[src/inc/sblb_regs.vh]
/*
 constants for the boolean logic stage: block type codes, input
 count limits, scan timing and sequencer states.
 assumes inclusion by bare name from the design files.
*/
`ifndef SBLB_REGS_VH
`define SBLB_REGS_VH

// ****************************************************************
// block type codes
// ****************************************************************
`define SBLB_T_AND   3'h0
`define SBLB_T_OR    3'h1
`define SBLB_T_NAND  3'h2
`define SBLB_T_NOR   3'h3
`define SBLB_T_XOR   3'h4
`define SBLB_T_NOT   3'h5
`define SBLB_T_RSFF  3'h6
`define SBLB_T_SRFF  3'h7

// ****************************************************************
// input count limits and input positions
// ****************************************************************
`define SBLB_CNT_MIN  3'h2
`define SBLB_CNT_MAX  3'h5
`define SBLB_CNT_ONE  3'h1
`define SBLB_IN_SET   0
`define SBLB_IN_RST   1
`define SBLB_POP_ONE  3'h1
`define SBLB_SI_BASE  0

// ****************************************************************
// scan timing, in ns
// ****************************************************************
`define SBLB_CLK_NS   8
`define SBLB_SCAN_NS  1000

// ****************************************************************
// sequencer states and reset values
// ****************************************************************
`define SBLB_ST_SAMPLE  2'h0
`define SBLB_ST_EVAL    2'h1
`define SBLB_ST_COMMIT  2'h2
`define SBLB_RST_BIT    1'h0

`endif

[src/verilog/sblb_gate.v]
/*
 one configurable logic block: and, or, nand, nor, xor, not and
 the two flip-flop kinds. purely combinational next value.
 assumes inputs already carry any per-input inversion and that the
 caller holds the stored flip-flop value and applies output invert.
*/
`timescale 1ns/1ps
`include "sblb_regs.vh"

module sblb_gate (
   input  wire [2:0] type_i,
   input  wire [2:0] count_i,
   input  wire [4:0] in_i,
   input  wire       state_i,
   output reg        result_o,
   output wire       cnt_err_o
);

   wire [2:0] cnt_eff;
   wire [4:0] en;
   wire       and_v;
   wire       or_v;
   reg  [2:0] pop;
   integer    k;

   // ****************************************************************
   // input count handling
   // ****************************************************************
   // out-of-range counts are clamped rather than refused, flagged
   assign cnt_err_o = (type_i != `SBLB_T_NOT) &&
                      ((count_i < `SBLB_CNT_MIN) ||
                       (count_i > `SBLB_CNT_MAX));
   assign cnt_eff = (type_i == `SBLB_T_NOT)   ? `SBLB_CNT_ONE :
                    (count_i < `SBLB_CNT_MIN) ? `SBLB_CNT_MIN :
                    (count_i > `SBLB_CNT_MAX) ? `SBLB_CNT_MAX :
                    count_i;

   genvar g;
   generate
      for (g = 0; g < 5; g = g + 1) begin : g_en
         assign en[g] = (g < cnt_eff);
      end
   endgenerate

   // ****************************************************************
   // reductions
   // ****************************************************************
   // unused inputs are don't-care
   assign and_v = &(in_i | ~en);
   assign or_v  = |(in_i & en);

   always @* begin
      pop = 3'h0;
      for (k = 0; k < 5; k = k + 1) begin
         pop = pop + {2'h0, in_i[k] & en[k]};
      end
   end

   // ****************************************************************
   // function select
   // ****************************************************************
   always @* begin
      case (type_i)
         `SBLB_T_AND:  result_o = and_v;
         `SBLB_T_OR:   result_o = or_v;
         `SBLB_T_NAND: result_o = ~and_v;
         `SBLB_T_NOR:  result_o = ~or_v;
         `SBLB_T_XOR:  result_o = (pop == `SBLB_POP_ONE);
         `SBLB_T_NOT:  result_o = ~in_i[0];
         `SBLB_T_RSFF: result_o = ~in_i[`SBLB_IN_RST] &
                                  (in_i[`SBLB_IN_SET] | state_i);
         `SBLB_T_SRFF: result_o = in_i[`SBLB_IN_SET] |
                                  (~in_i[`SBLB_IN_RST] & state_i);
         default:      result_o = 1'b0;
      endcase
   end

endmodule

[src/verilog/sblb_logic_top.v]
/*
 boolean logic stage of a safety controller: a bank of configurable
 logic blocks evaluated once per scan, sources drawn from safety
 inputs, non-safety inputs, safety output feedback and block outputs.
 assumes pin inputs are asynchronous to clk_i and configuration
 ports are static, driven from logic on clk_i.
*/
`timescale 1ns/1ps
`include "sblb_regs.vh"

module sblb_logic_top #(
   parameter NSI     = 8,
   parameter NNS     = 8,
   parameter NSO     = 4,
   parameter NBLK    = 8,
   parameter SELW    = 5,
   parameter SCAN_NS = `SBLB_SCAN_NS
) (
   input  wire                  clk_i,
   input  wire                  reset_i,
   input  wire [NSI-1:0]        safety_in_i,
   input  wire [NNS-1:0]        nonsafe_in_i,
   input  wire [NSO-1:0]        sout_fb_i,
   input  wire [NBLK*3-1:0]     blk_type_i,
   input  wire [NBLK*3-1:0]     blk_count_i,
   input  wire [NBLK*5*SELW-1:0] blk_sel_i,
   input  wire [NBLK*5-1:0]     blk_inv_in_i,
   input  wire [NBLK-1:0]       blk_inv_out_i,
   output wire [NBLK-1:0]       blk_out_o,
   output wire                  scan_done_o,
   output wire                  scan_busy_o,
   output wire [NBLK-1:0]       cfg_err_o
);

   // ****************************************************************
   // derived sizes and timing
   // ****************************************************************
   localparam NSRC = NSI + NNS + NSO + NBLK;
   // least scan time, rounded up to whole cycles
   localparam SCAN_CYC =
      (SCAN_NS + `SBLB_CLK_NS - 1) / `SBLB_CLK_NS;
   localparam CW = 16;
   localparam integer  LAST_INT = SCAN_CYC - 1;
   localparam [CW-1:0] LAST_CYC = LAST_INT[CW-1:0];
   localparam [1:0] ST_SAMPLE = `SBLB_ST_SAMPLE;
   localparam [1:0] ST_EVAL   = `SBLB_ST_EVAL;
   localparam [1:0] ST_COMMIT = `SBLB_ST_COMMIT;
   // source map bases, in snapshot index order
   localparam SI_BASE = `SBLB_SI_BASE;
   localparam NS_BASE = SI_BASE + NSI;
   localparam SO_BASE = NS_BASE + NNS;
   localparam BK_BASE = SO_BASE + NSO;

   // ****************************************************************
   // declarations
   // ****************************************************************
   reg  [NSI-1:0]  si_meta_r;
   reg  [NSI-1:0]  si_sync_r;
   reg  [NNS-1:0]  ns_meta_r;
   reg  [NNS-1:0]  ns_sync_r;
   reg  [NSO-1:0]  so_meta_r;
   reg  [NSO-1:0]  so_sync_r;
   reg  [NSRC-1:0] snap_r;
   reg  [NSRC-1:0] snap_nxt;
   reg  [NBLK-1:0] state_r;
   reg  [NBLK-1:0] state_nxt;
   reg  [NBLK-1:0] out_r;
   reg  [NBLK-1:0] out_nxt;
   reg  [NBLK-1:0] err_r;
   reg  [NBLK-1:0] err_nxt;
   reg  [1:0]      st_r;
   reg  [1:0]      st_nxt;
   reg  [CW-1:0]   cnt_r;
   reg  [CW-1:0]   cnt_nxt;
   reg             done_r;
   reg             done_nxt;
   wire [NBLK-1:0] result;
   wire [NBLK-1:0] cnt_err;
   wire [NBLK-1:0] sel_err;
   wire [NBLK-1:0] cfg_bad;
   wire [NSRC-1:0] src_now;

   // ****************************************************************
   // pin synchronisers
   // ****************************************************************
   // pins are asynchronous; only the second stage is read
   always @(posedge clk_i) begin
      if (reset_i) begin
         si_meta_r <= {NSI{`SBLB_RST_BIT}};
         si_sync_r <= {NSI{`SBLB_RST_BIT}};
      end else begin
         si_meta_r <= safety_in_i;
         si_sync_r <= si_meta_r;
      end
   end

   // non-safety pins take the same two stages as safety pins
   always @(posedge clk_i) begin
      if (reset_i) begin
         ns_meta_r <= {NNS{`SBLB_RST_BIT}};
         ns_sync_r <= {NNS{`SBLB_RST_BIT}};
      end else begin
         ns_meta_r <= nonsafe_in_i;
         ns_sync_r <= ns_meta_r;
      end
   end

   // output feedback comes back from the pins, so it is a pin too;
   // two stages add latency, which a whole scan hides anyway
   always @(posedge clk_i) begin
      if (reset_i) begin
         so_meta_r <= {NSO{`SBLB_RST_BIT}};
         so_sync_r <= {NSO{`SBLB_RST_BIT}};
      end else begin
         so_meta_r <= sout_fb_i;
         so_sync_r <= so_meta_r;
      end
   end

   // ****************************************************************
   // scan sequencer
   // ****************************************************************
   // one evaluation per scan
   always @* begin
      st_nxt   = st_r;
      cnt_nxt  = cnt_r;
      case (st_r)
         ST_SAMPLE: begin
            cnt_nxt = {CW{1'b0}};
            st_nxt  = ST_EVAL;
         end
         ST_EVAL: begin
            cnt_nxt = cnt_r + 16'h0001;
            if (cnt_r >= LAST_CYC) begin
               st_nxt = ST_COMMIT;
            end
         end
         ST_COMMIT: begin
            st_nxt   = ST_SAMPLE;
         end
         default: begin
            st_nxt = ST_SAMPLE;
         end
      endcase
   end

   // ****************************************************************
   // scan done pulse
   // ****************************************************************
   // registered, so it rises with the committed outputs, not before
   always @* begin
      done_nxt = (st_r == ST_COMMIT);
   end

   // ****************************************************************
   // source map
   // ****************************************************************
   // pins, feedback and blocks share one index space
   assign src_now[SI_BASE +: NSI]  = si_sync_r;
   assign src_now[NS_BASE +: NNS]  = ns_sync_r;
   assign src_now[SO_BASE +: NSO]  = so_sync_r;
   // block sources are last scan's outputs, so a chain of n blocks
   // needs n scans to settle; no loop can oscillate inside a scan
   assign src_now[BK_BASE +: NBLK] = out_r;

   // ****************************************************************
   // source snapshot
   // ****************************************************************
   // one source vector for all inputs
   // sampling once per scan keeps every block on one consistent
   // picture; block outputs are those of the previous scan
   always @* begin
      snap_nxt = snap_r;
      if (st_r == ST_SAMPLE) begin
         snap_nxt = src_now;
      end
   end

   // ****************************************************************
   // block bank
   // ****************************************************************
   genvar b;
   genvar k;
   generate
      for (b = 0; b < NBLK; b = b + 1) begin : g_blk
         wire [4:0] raw;
         wire [4:0] bad;
         wire [4:0] gin;
         wire [2:0] blk_typ;
         wire [2:0] blk_cnt;
         wire [4:0] blk_inv;
         // per-block slices of the flat configuration ports
         assign blk_typ = blk_type_i[b*3 +: 3];
         assign blk_cnt = blk_count_i[b*3 +: 3];
         assign blk_inv = blk_inv_in_i[b*5 +: 5];
         for (k = 0; k < 5; k = k + 1) begin : g_in
            wire [SELW-1:0] sel;
            assign sel = blk_sel_i[(b*5+k)*SELW +: SELW];
            // any source by index
            // an unmapped index reads off, the safe state
            assign bad[k] = (sel >= NSRC);
            assign raw[k] = bad[k] ? 1'b0 : snap_r[sel];
         end
         assign gin = raw ^ blk_inv;
         assign sel_err[b] = |bad;
         sblb_gate u_gate (
            .type_i    (blk_typ),
            .count_i   (blk_cnt),
            .in_i      (gin),
            .state_i   (state_r[b]),
            .result_o  (result[b]),
            .cnt_err_o (cnt_err[b])
         );
      end
   endgenerate

   // ****************************************************************
   // configuration errors
   // ****************************************************************
   // bad counts and indices are flagged, never refused: the stage
   // keeps scanning on the safe reading while software sees the flag
   assign cfg_bad = cnt_err | sel_err;

   // ****************************************************************
   // commit at scan end
   // ****************************************************************
   always @* begin
      state_nxt = state_r;
      out_nxt   = out_r;
      err_nxt   = err_r;
      if (st_r == ST_COMMIT) begin
         state_nxt = result;
         out_nxt   = result ^ blk_inv_out_i;
         err_nxt   = cfg_bad;
      end
   end

   // ****************************************************************
   // sequencer registers
   // ****************************************************************
   always @(posedge clk_i) begin
      if (reset_i) begin
         st_r   <= ST_SAMPLE;
         cnt_r  <= {CW{1'b0}};
         done_r <= 1'b0;
      end else begin
         st_r   <= st_nxt;
         cnt_r  <= cnt_nxt;
         done_r <= done_nxt;
      end
   end

   // ****************************************************************
   // snapshot register
   // ****************************************************************
   // cleared too, so no picture from before a reset is evaluated
   always @(posedge clk_i) begin
      if (reset_i) begin
         snap_r <= {NSRC{`SBLB_RST_BIT}};
      end else begin
         snap_r <= snap_nxt;
      end
   end

   // ****************************************************************
   // block registers
   // ****************************************************************
   always @(posedge clk_i) begin
      if (reset_i) begin
         state_r <= {NBLK{`SBLB_RST_BIT}};
         out_r   <= {NBLK{`SBLB_RST_BIT}};
         err_r   <= {NBLK{1'b0}};
      end else begin
         state_r <= state_nxt;
         out_r   <= out_nxt;
         err_r   <= err_nxt;
      end
   end

   // ****************************************************************
   // outputs
   // ****************************************************************
   // binary block results
   assign blk_out_o   = out_r;
   assign scan_done_o = done_r;
   assign scan_busy_o = (st_r != ST_SAMPLE);
   assign cfg_err_o   = err_r;

endmodule

[config.mk]
export PLATFORM = sky130hd
export DESIGN_NAME = sblb_logic_top
export DESIGN_NICKNAME = d
export VERILOG_FILES = /design/src/verilog/sblb_gate.v /design/src/verilog/sblb_logic_top.v
export VERILOG_INCLUDE_DIRS = /design/src /design/src/inc
export SDC_FILE = /design/constraint.sdc
export NUM_CORES = 1
export LEC_CHECK = 0
export BUFFER_PORTS_ARGS = -buffer_cell sky130_fd_sc_hd__clkbuf_2
export CAP_MARGIN = 0
export CORE_ASPECT_RATIO = 0.8
export CORE_MARGIN = 2
export CORE_UTILIZATION = 45
export DETAILED_ROUTE_END_ITERATION = 12
export PLACE_DENSITY = 0.7
export SLEW_MARGIN = 20
export SYNTH_ARGS = -nofsm -noshare
export SYNTH_HDL_FRONTEND = slang
export SYNTH_SLANG_ARGS = --single-unit
[constraint.sdc]
create_clock -name clk_i -period 5.6 [get_ports clk_i]
set_clock_uncertainty 0.05 [all_clocks]
set_input_delay 1.12 -clock clk_i [delete_from_list [all_inputs] [get_ports clk_i]]
set_output_delay 1.12 -clock clk_i [all_outputs]
set_load 0.05 [all_outputs]
After elaboration in Yosys (flattened, before gate mapping):

Cells that the tools add are included.

* register bits after elaboration: 111
* bits of input ports: 318
* output and inout bits: 18
* logic and storage cells: 602

* add/subtract/negate cells: 33
* magnitude comparators: 137
* equality and inequality tests: 75
* multiplexer cells: 155
* bitwise operators: 138
* reductions and logical operators: 51

Operator list (count)
* 5-bit by 6-bit < comparator with 1-bit output (second input constant): 40
* 1-bit binary-select mux with 5-bit select: 40
* 5-bit greater-or-equal comparator (second input constant): 40
* 3-bit == test (second input constant): 32
* 1-bit 2-to-1 mux: 80
* 5-bit OR reduction: 16
* 3-bit by 1-bit adder with 3-bit output: 24
* 3-bit 2-to-1 mux: 24
* 1-bit case mux with 8 select lines: 8
* 1-bit bitwise AND: 56
* 3-bit by 1-bit == test with 1-bit output (second input constant): 16
* 3-bit by 2-bit == test with 1-bit output (second input constant): 16
* 1-bit by 3-bit < comparator with 1-bit output (first input constant): 16
* 2-bit by 3-bit < comparator with 1-bit output (first input constant): 16
* 5-bit bitwise AND: 8
* 5-bit inverter: 8
* 5-bit OR: 8
* 5-bit AND reduction: 8
* 5-bit bitwise XOR: 8
* 1-bit inverter: 32
* 16-bit case mux with 2 select lines: 1
* 3-bit greater-than comparator (second input constant): 8
* 3-bit logical NOT: 8
* 3-bit by 2-bit < comparator with 1-bit output (second input constant): 8
* other kinds (17): 68

Longest topological paths before layout:

Gate-level depths: netlist of run 1.

* word-level depth: 13
* gate-level depth with buffers: 22
* depth with buffers taken out: 20

Cells and area by module:

From an unflattened synthesis of run 1, not the netlist that was laid out.

* cells, all modules: 1685
* area total of the unflattened synthesis: 16349.4 µm²

Modules (own cells, without submodules)
* sblb_logic_top: times used 1, cells an instance 1383, area an instance 14051.0 µm², sequential area each 2222.1 µm²
* sblb_gate at g_blk[0].u_gate ...: times used 5, cells an instance 38, area an instance 290.3 µm², sequential area each 0.0 µm²
* sblb_gate at g_blk[5].u_gate ...: times used 2, cells an instance 37, area an instance 286.5 µm², sequential area each 0.0 µm²
* sblb_gate at g_blk[7].u_gate: times used 1, cells an instance 38, area an instance 274.0 µm², sequential area each 0.0 µm²

Least setup slack after synthesis of run 1:

OpenSTA, ideal clock, no wires.

* kind: input to register
* start: input blk_sel_i[25]
* end: register out_r[1] (netlist: blk_out_o[1])
* library setup time: 73 ps
* data arrival time: 5347 ps
* data required time: 5477 ps
* setup slack: 130 ps
* stages: 16
* buffers on the path: 1
* cell sequence: clkbuf_1 > mux4_2 > mux4_2 > mux2i_2 > xor2_2 > inv_1 > ha_1 > inv_1 > fa_1 > inv_1 > ha_1 > fa_1 > nor4_1 > a221oi_2 > o32a_2 > o211ai_2

* cells in the longest elaborated chain, start to end: 12
* elaborated cells on any way between the ends: 23
* classes of those cells: add/sub (4); order compare (1); eq/ne (1); mux (4); bitwise (11); reduce/logical (2)

RTL lines
* from (decl): line sblb_logic_top.v:26 `input wire [NBLK*5*SELW-1:0] blk_sel_i,`
* 1-bit binary-select mux with 5-bit select: line sblb_logic_top.v:202 `assign raw[k] = bad[k] ? 1'b0 : snap_r[sel];`
* 1-bit 2-to-1 mux (implied by the code): line sblb_logic_top.v:202
* 1-bit 2-to-1 mux *: line sblb_logic_top.v:202
* 5-bit bitwise XOR *: line sblb_logic_top.v:204 `assign gin = raw ^ blk_inv;`
* 1-bit bitwise AND: line sblb_gate.v:55 `pop = pop + {2'h0, in_i[k] & en[k]};`
* 1-bit by 1-bit adder with 2-bit output: line sblb_gate.v:55
* 3-bit by 1-bit adder with 3-bit output (3 in series): line sblb_gate.v:55
* 3-bit by 1-bit == test with 1-bit output (no source line)
* 1-bit case mux with 8 select lines *: line sblb_gate.v:63 `case (type_i)`
* 8-bit bitwise XOR *: line sblb_logic_top.v:233 `out_nxt = result ^ blk_inv_out_i;`
* to (signal assigned): line sblb_logic_top.v:271 `` out_r <= {NBLK{`SBLB_RST_BIT}}; ``
* to (signal assigned): line sblb_logic_top.v:275 `out_r <= out_nxt;`
* to (decl): line sblb_logic_top.v:67 `reg [NBLK-1:0] out_r;`

Every way passes the cells marked *; elsewhere a longest branch is shown, timed or not. The select of a mux whose other input is x is not followed.
A chain may end at the register's enable or synchronous reset.

Final worst setup path of run 1:

* start: input blk_sel_i[5]
* end: register out_r[0] (netlist: blk_out_o[0])

The elaborated chain is that of the path after synthesis.

==> summary.txt, run 1 <==
Clock network
  • Clock net sink count: 111
  • Clock-pin transition on the worst setup and hold timing paths: 0.09 ns
  • CTS root buf: clkbuf_16
  • # resized after CTS: 0
  • Cts bufs inserted: 9
  • Cts hold-fix bufs: 0
  • H-Tree Depth: 3
  • Setup Buffers After CTS: 0
  • CTS tree: done
  • Longest Clk Path Bufs: 2
  • Worst-skew pair later-pin latency: 0.39 ns

Drt
  • Vias: around 16k
  • WL per Instance: 27.3 um
  • Starting DRT DRC Count: 2045
  • Drt drc: 0
  • Vias/cell: 6.82
  • Routed WL: 65200 um
  • DR pass1 iterations: 5
  • Remaining antenna violation count: 0

Layout
  • Non-filler cells, final: between 2k and 2.5k
  • Final Cell Area: 19300 um2
  • Nets: 2243
  • P&R area growth vs syn: 14.2%
  • Layout cells sized above 1: just under 40%

Synthesis
  • Number of enable flip-flop cells after synthesis: 0
  • Net Count, Synth: 2040
  • Most common cell in the synthesized netlist: mux4_2
  • Post-synthesis instance area: roughly 17000 um2
  • Synthesized area per cell: 10.1 um2
  • Ys async rst share: 0%
  • Seq/Total Area, Yosys: 13.1%
  • Most frequent cells after synthesis: 237 x mux4_2, 156 x clkbuf_1, 111 x dfxtp_1
  • Post-synth cell types: 90
  • Synth top area cells: mux4_2 31%, dfxtp_1 13%, mux4_1 6.8%
  • Ys Warns: 0
  • Cells after Synth: 1680
  • Area leader, netlist: mux4_2
  • Synthesized flop and latch total: about 110
  • Post-synth top flop: dfxtp_1
  • Synth top area share: 31.5%

Placed design
  • Placed instance area: 19000 um2
  • Post-DP HPWL: 47300 um
  • Placed Cells: approximately 2.4k
  • PortBufs: 335
  • Pre-CTS WS: -0.0546 ns
  • GPL Wtd Cong: 0.953

STA
  • Worst-Margin Slew: 1.07 ns
  • Setup ws final: about 0.30 ns
  • RSZ-0062 raised after global routing: false
  • Worst slew margin: between 20% and 30%
  • Final setup viols: 0
  • Maximum clock rate: 0.189 GHz
  • Post-route minimum period: 5.30 ns
  • Fin. Hold Viols: 0
  • Period utilization: between 90% and 100%
  • Fin. max-slew vios: 0

Power and ir drop
  • Total Power: 2.78 mW
  • Pwr Density: roughly 140 nW/um2
  • Leakage power: 7.95 nW
  • Peak supply drop: 191 uV

Global route
  • Global-route wire length before repair: 96200 um
  • GR Overflow Total: 0
  • Pin count of the biggest net entering global routing: 85
  • Antenna violations before repair: 16
  • GRT Util Overall: 32.1%
  • Vias in the first global route: 15.8k

Flow run
  • Max cap viols: 0

Die
  • Initial core utilization: 45.7%
  • Top-Level Pins: 336
  • Die X: 221 um
  • Core area: 37100 um2
  • Die Y: 178 um
  • DIE AREA: between 30000 and 40000 um2
  • FP Rows: 63

Setup path
  • CP startpoint kind: primary input
  • Crit path kind: in2reg
  • Critical Path AT: 5.55 ns
  • Critical path endpoint category: flop
  • Crit Path Max Fanout: 5
  • Req. time, crit path: 5.85 ns

Min path
  • Worst hold path class: reg2reg

Status
  • Outcome: finished clean
[through the flow]
stage               hold WS [ns]  setup TNS (ns)  utilization [%]
detailed placement         0.373         -0.0760             51.2
global route               0.393               0             52.1
floorplan                  0.364               0                -
finish                     0.369               0             52.1
global placement           0.367         -0.0290             51.2
CTS                        0.374               0             52.0
[cells by family (layout without fill, tap and decap cells)]
group           after synthesis  count (layout)  share of synthesized area (%)
xor+xnor                     65              65                           3.49
flops                       111             111                           13.1
buf+inv                     297             505                           7.23
compound gates              262             262                           10.8
other cells                   0              11                              0
fa+ha+maj                    42              42                           3.81
simple gates                498             498                           15.6
mux                         405             405                           46.0
[critical path: stages]
cell and delay (ns):
clkbuf_2 0.17, mux4_1 0.58, mux4_2 0.47, mux2i_1 0.25, xor2_1 0.28, nor2_1 0.10
ha_1 0.28, inv_1 0.05, fa_1 0.53, inv_1 0.04, ha_1 0.19, fa_1 0.43
nor4b_1 0.30, a21oi_1 0.07, a21oi_1 0.23, xor2_1 0.19, o221ai_1 0.12, a21oi_1 0.14
[sequential cells by signal, indices dropped and copies added, names as in the netlist]
name and flops:
blk_out_o 8, cfg_err_o 8, cnt_r 16, ns_meta_r 8, ns_sync_r 8, scan_done_o 1, si_meta_r 8, si_sync_r 8
snap_r 28, so_meta_r 4, so_sync_r 4, st_r 2, state_r 8
[worst paths after layout]
check,start,end,slack [ns],depth (start not counted)
max reg2reg,snap_r[15],blk_out_o[4],0.49,19
min reg2reg,si_sync_r[5],snap_r[5],0.37,2
max,blk_sel_i[5],blk_out_o[0],0.30,18
min,si_sync_r[5],snap_r[5],0.37,2
[cells in the final DEF, fill, tap and decap left out, drive strengths merged, types with 9 or more instances in the layout]
master    n
a311oi    9
nor3b    13
clkbuf  343
mux2     12
a211oi   10
mux2i   112
xnor2    24
nor2    103
o211ai   22
and3     18
a22oi    13
a31oi    17
nand3    50
a32oi     9
buf      81
nand4    11
nand2b   25
mux4    281
o21a      9
diode    11
o21ai    47
nand2   103
dfxtp   111
nand3b   36
xor2     41
nor3     30
fa       16
nor2b    66
inv      77
ha       26
a21oi    59
[area by class of cell]
cell class | instances | area (um2)
Antenna cell | 11 | 27.5
Clock buffer | 9 | 225
Clock inverter | 7 | 101
Fill cell | 3311 | 17800
Inverter | 74 | 278
Multi-Input combinational cell | 1272 | 13500
Sequential cell | 111 | 2260
Tap cell | 487 | 609
Timing Repair Buffer | 415 | 2330
[power breakdown]
part           switching (mW)  total [mW]  internal (mW)
sequential             0.0790       0.903          0.824
clock                   0.397       0.727          0.330
combinational           0.624        1.15          0.522
total                    1.10        2.78           1.68
[routing by layer]
metal  part of all wire [%]  track usage (%)  up-vias
met5                   0.11                0        -
met4                    3.7             12.2       14
met3                     14             10.7      179
met2                     44             48.5     1210
met1                     38             42.9     7957
li1                       -                -     6912
Note: power is estimated with default switching activity, not from simulation.
==> inputs of run 2 (changes only) <==
PLACE_DENSITY = 0.67   (was 0.7)
clock period = 4.9 ns   (was 5.6 ns; I/O delays follow)
==> run 2 against run 1 <==
Net effect:
- power is 17% higher
- non-clock buffer count is 98 higher
- via count is 4.1% higher
- first-iteration DRC count is 0.54% lower
- routed wire length is 3.3% higher
- clock power is 6.9% higher
- largest cell class unchanged
- largest power group unchanged
==> summary.txt, run 2 (same netlist as run 1, synthesis figures left out) <==
Status
  • Outcome: finished clean

Setup path
  • Req. time, crit path: 5.17 ns
  • R2r worst-path depth: 17
  • CP startpoint kind: primary input
  • Crit Path Max Fanout: 5
  • Crit path kind: in2reg
  • Critical path endpoint category: flop
  • Critical Path AT: 5.03 ns

STA
  • Post-route minimum period: between 4 and 5 ns
  • Final setup viols: 0
  • Fin. Hold Viols: 0
  • Fin. max-slew vios: 0
  • Worst-Margin Slew: 1.13 ns
  • Setup ws final: 0.142 ns
  • Maximum clock rate: 0.210 GHz
  • Period utilization: a little over nine tenths
  • RSZ-0062 raised after global routing: true
  • Worst slew margin: 24.6%
  • Setup TNS: 0 ns

Clock network
  • CTS root buf: clkbuf_16
  • Cts bufs inserted: 9
  • Clock-pin transition on the worst setup and hold timing paths: 0.10 ns
  • CTS tree: done
  • Clock net sink count: 111
  • H-Tree Depth: 3
  • Longest Clk Path Bufs: 2
  • Worst-skew pair later-pin latency: 0.39 ns

Layout
  • P&R area growth vs syn: 20.2%
  • Largest register FFs: 28
  • Largest reg by FF count: snap_r
  • Final Cell Area: 20400 um2
  • Nets: 2341
  • Commonest non-fill, non-tap cell in the layout: clkbuf_2
  • Non-filler cells, final: roughly 2.5k
  • Layout cells sized above 1: 44.2%
  • Most frequent cells in the layout: 321 x clkbuf_2, 243 x mux4_2, 172 x buf_4, 105 x mux2i_1, 103 x nand2_1
  • Biggest regs: snap_r x28, cnt_r x16
  • Finished Core Util: 54.9%

Die
  • FP Rows: 63
  • Initial core utilization: 45.7%
  • Die Y: 178 um
  • DIE AREA: 39200 um2
  • Die X: roughly 220 um
  • Core area: 37100 um2
  • Top-Level Pins: 336

Power and ir drop
  • Leakage power: roughly 8.4 nW
  • Internal: 1.98 mW
  • Comb power frac: roughly 45%
  • Peak supply drop: 151 uV
  • Pwr Density: between 150 and 200 nW/um2
  • Sequential power share: 30.9%
  • Switching power: 1.26 mW
  • Clock power share: a little under a quarter
  • Switch share: between 30% and 40%

Drt
  • Drt drc: 0
  • Routed WL: approximately 67000 um
  • Vias/cell: around 7
  • Vias: 16.9k
  • Starting DRT DRC Count: 2034
  • DR pass1 iterations: 6
  • Remaining antenna violation count: 0
  • WL per Instance: 27.1 um

Min path
  • Hold path cells: 2
  • Worst hold path class: reg2reg

Global route
  • Vias in the first global route: 16.6k
  • GR Overflow Total: 0
  • GRT Util Overall: 33.4%
  • Pin count of the biggest net entering global routing: 77
  • Global-route wire length before repair: 101000 um
  • Antenna violations before repair: 15

Placed design
  • Placed Cells: 2446
  • Post-DP HPWL: 49200 um
  • Pre-CTS WS: -0.442 ns
  • Placed instance area: 19800 um2
  • PortBufs: 335
  • GPL Wtd Cong: 0.974

Flow run
  • Max cap viols: 0
==> run 2: layout make-up <==
class | instances | area, um2
Inverter | 74 | 278
Antenna cell | 14 | 35.0
Multi-Input combinational cell | 1272 | 13700
Tap cell | 487 | 609
Fill cell | 3344 | 16800
Sequential cell | 111 | 2260
Timing Repair Buffer | 513 | 3220
Clock buffer | 10 | 229
Clock inverter | 6 | 60.1
==> run 2: power by group through the flow <==
stage               Sequential, mW  Clock, mW  Combinational (mW)
floorplan                     1.01          0               0.885
global placement              1.02          0                1.37
detailed placement            1.02          0                1.40
CTS                          0.996      0.789                1.41
global route                  1.00      0.824                1.57
finish                        1.00      0.777                1.46
==> run 2: worst max-delay path, cell delays in order <==
cell     delay [ns]
buf_2          0.17
mux4_2         0.51
mux4_2         0.50
o21ai_4        0.23
xor2_2         0.18
nor2_1         0.08
ha_1           0.30
inv_1          0.05
fa_1           0.52
inv_1          0.04
ha_1           0.19
fa_1           0.48
nor2_1         0.05
nand2_1        0.07
a31oi_1        0.08
o211a_1        0.16
or3_1          0.35
nand3_1        0.07
==> run 2: routing by layer <==
metal	global-route usage, %	vias up	wire length [um]
li1	-	7118	-
met1	44.3	8213	25700
met2	49.9	1366	29100
met3	11.4	232	9570
met4	14.4	4	2940
met5	0	-	23
==> run 2: timing repair <==
| action | CTS | global route |
|---|---|---|
| hold buffers | 0 | 0 |
| gates resized for setup | 4 | 61 |
| buffers inserted | 0 | 12 |
| pin swaps | 2 | 37 |
| setup endpoints to repair | 2 | 13 |
==> run 2: through the flow <==
| step | power, mW | hold slack [ns] |
|---|---|---|
| 3_3_place_gp | 2.39 | 0.367 |
| 4_1_cts | 3.19 | 0.368 |
| 6_report | 3.24 | 0.369 |
| 3_5_place_dp | 2.42 | 0.370 |
| 2_1_floorplan | 1.89 | 0.364 |
| 5_1_grt | 3.40 | 0.396 |
==> run 2: final timing paths <==
kind	from	end	slack, ns
max reg2reg	snap_r[12]	blk_out_o[1]	0.15
min	si_sync_r[5]	snap_r[5]	0.37
min reg2reg	si_sync_r[5]	snap_r[5]	0.37
max	blk_sel_i[106]	blk_out_o[4]	0.14
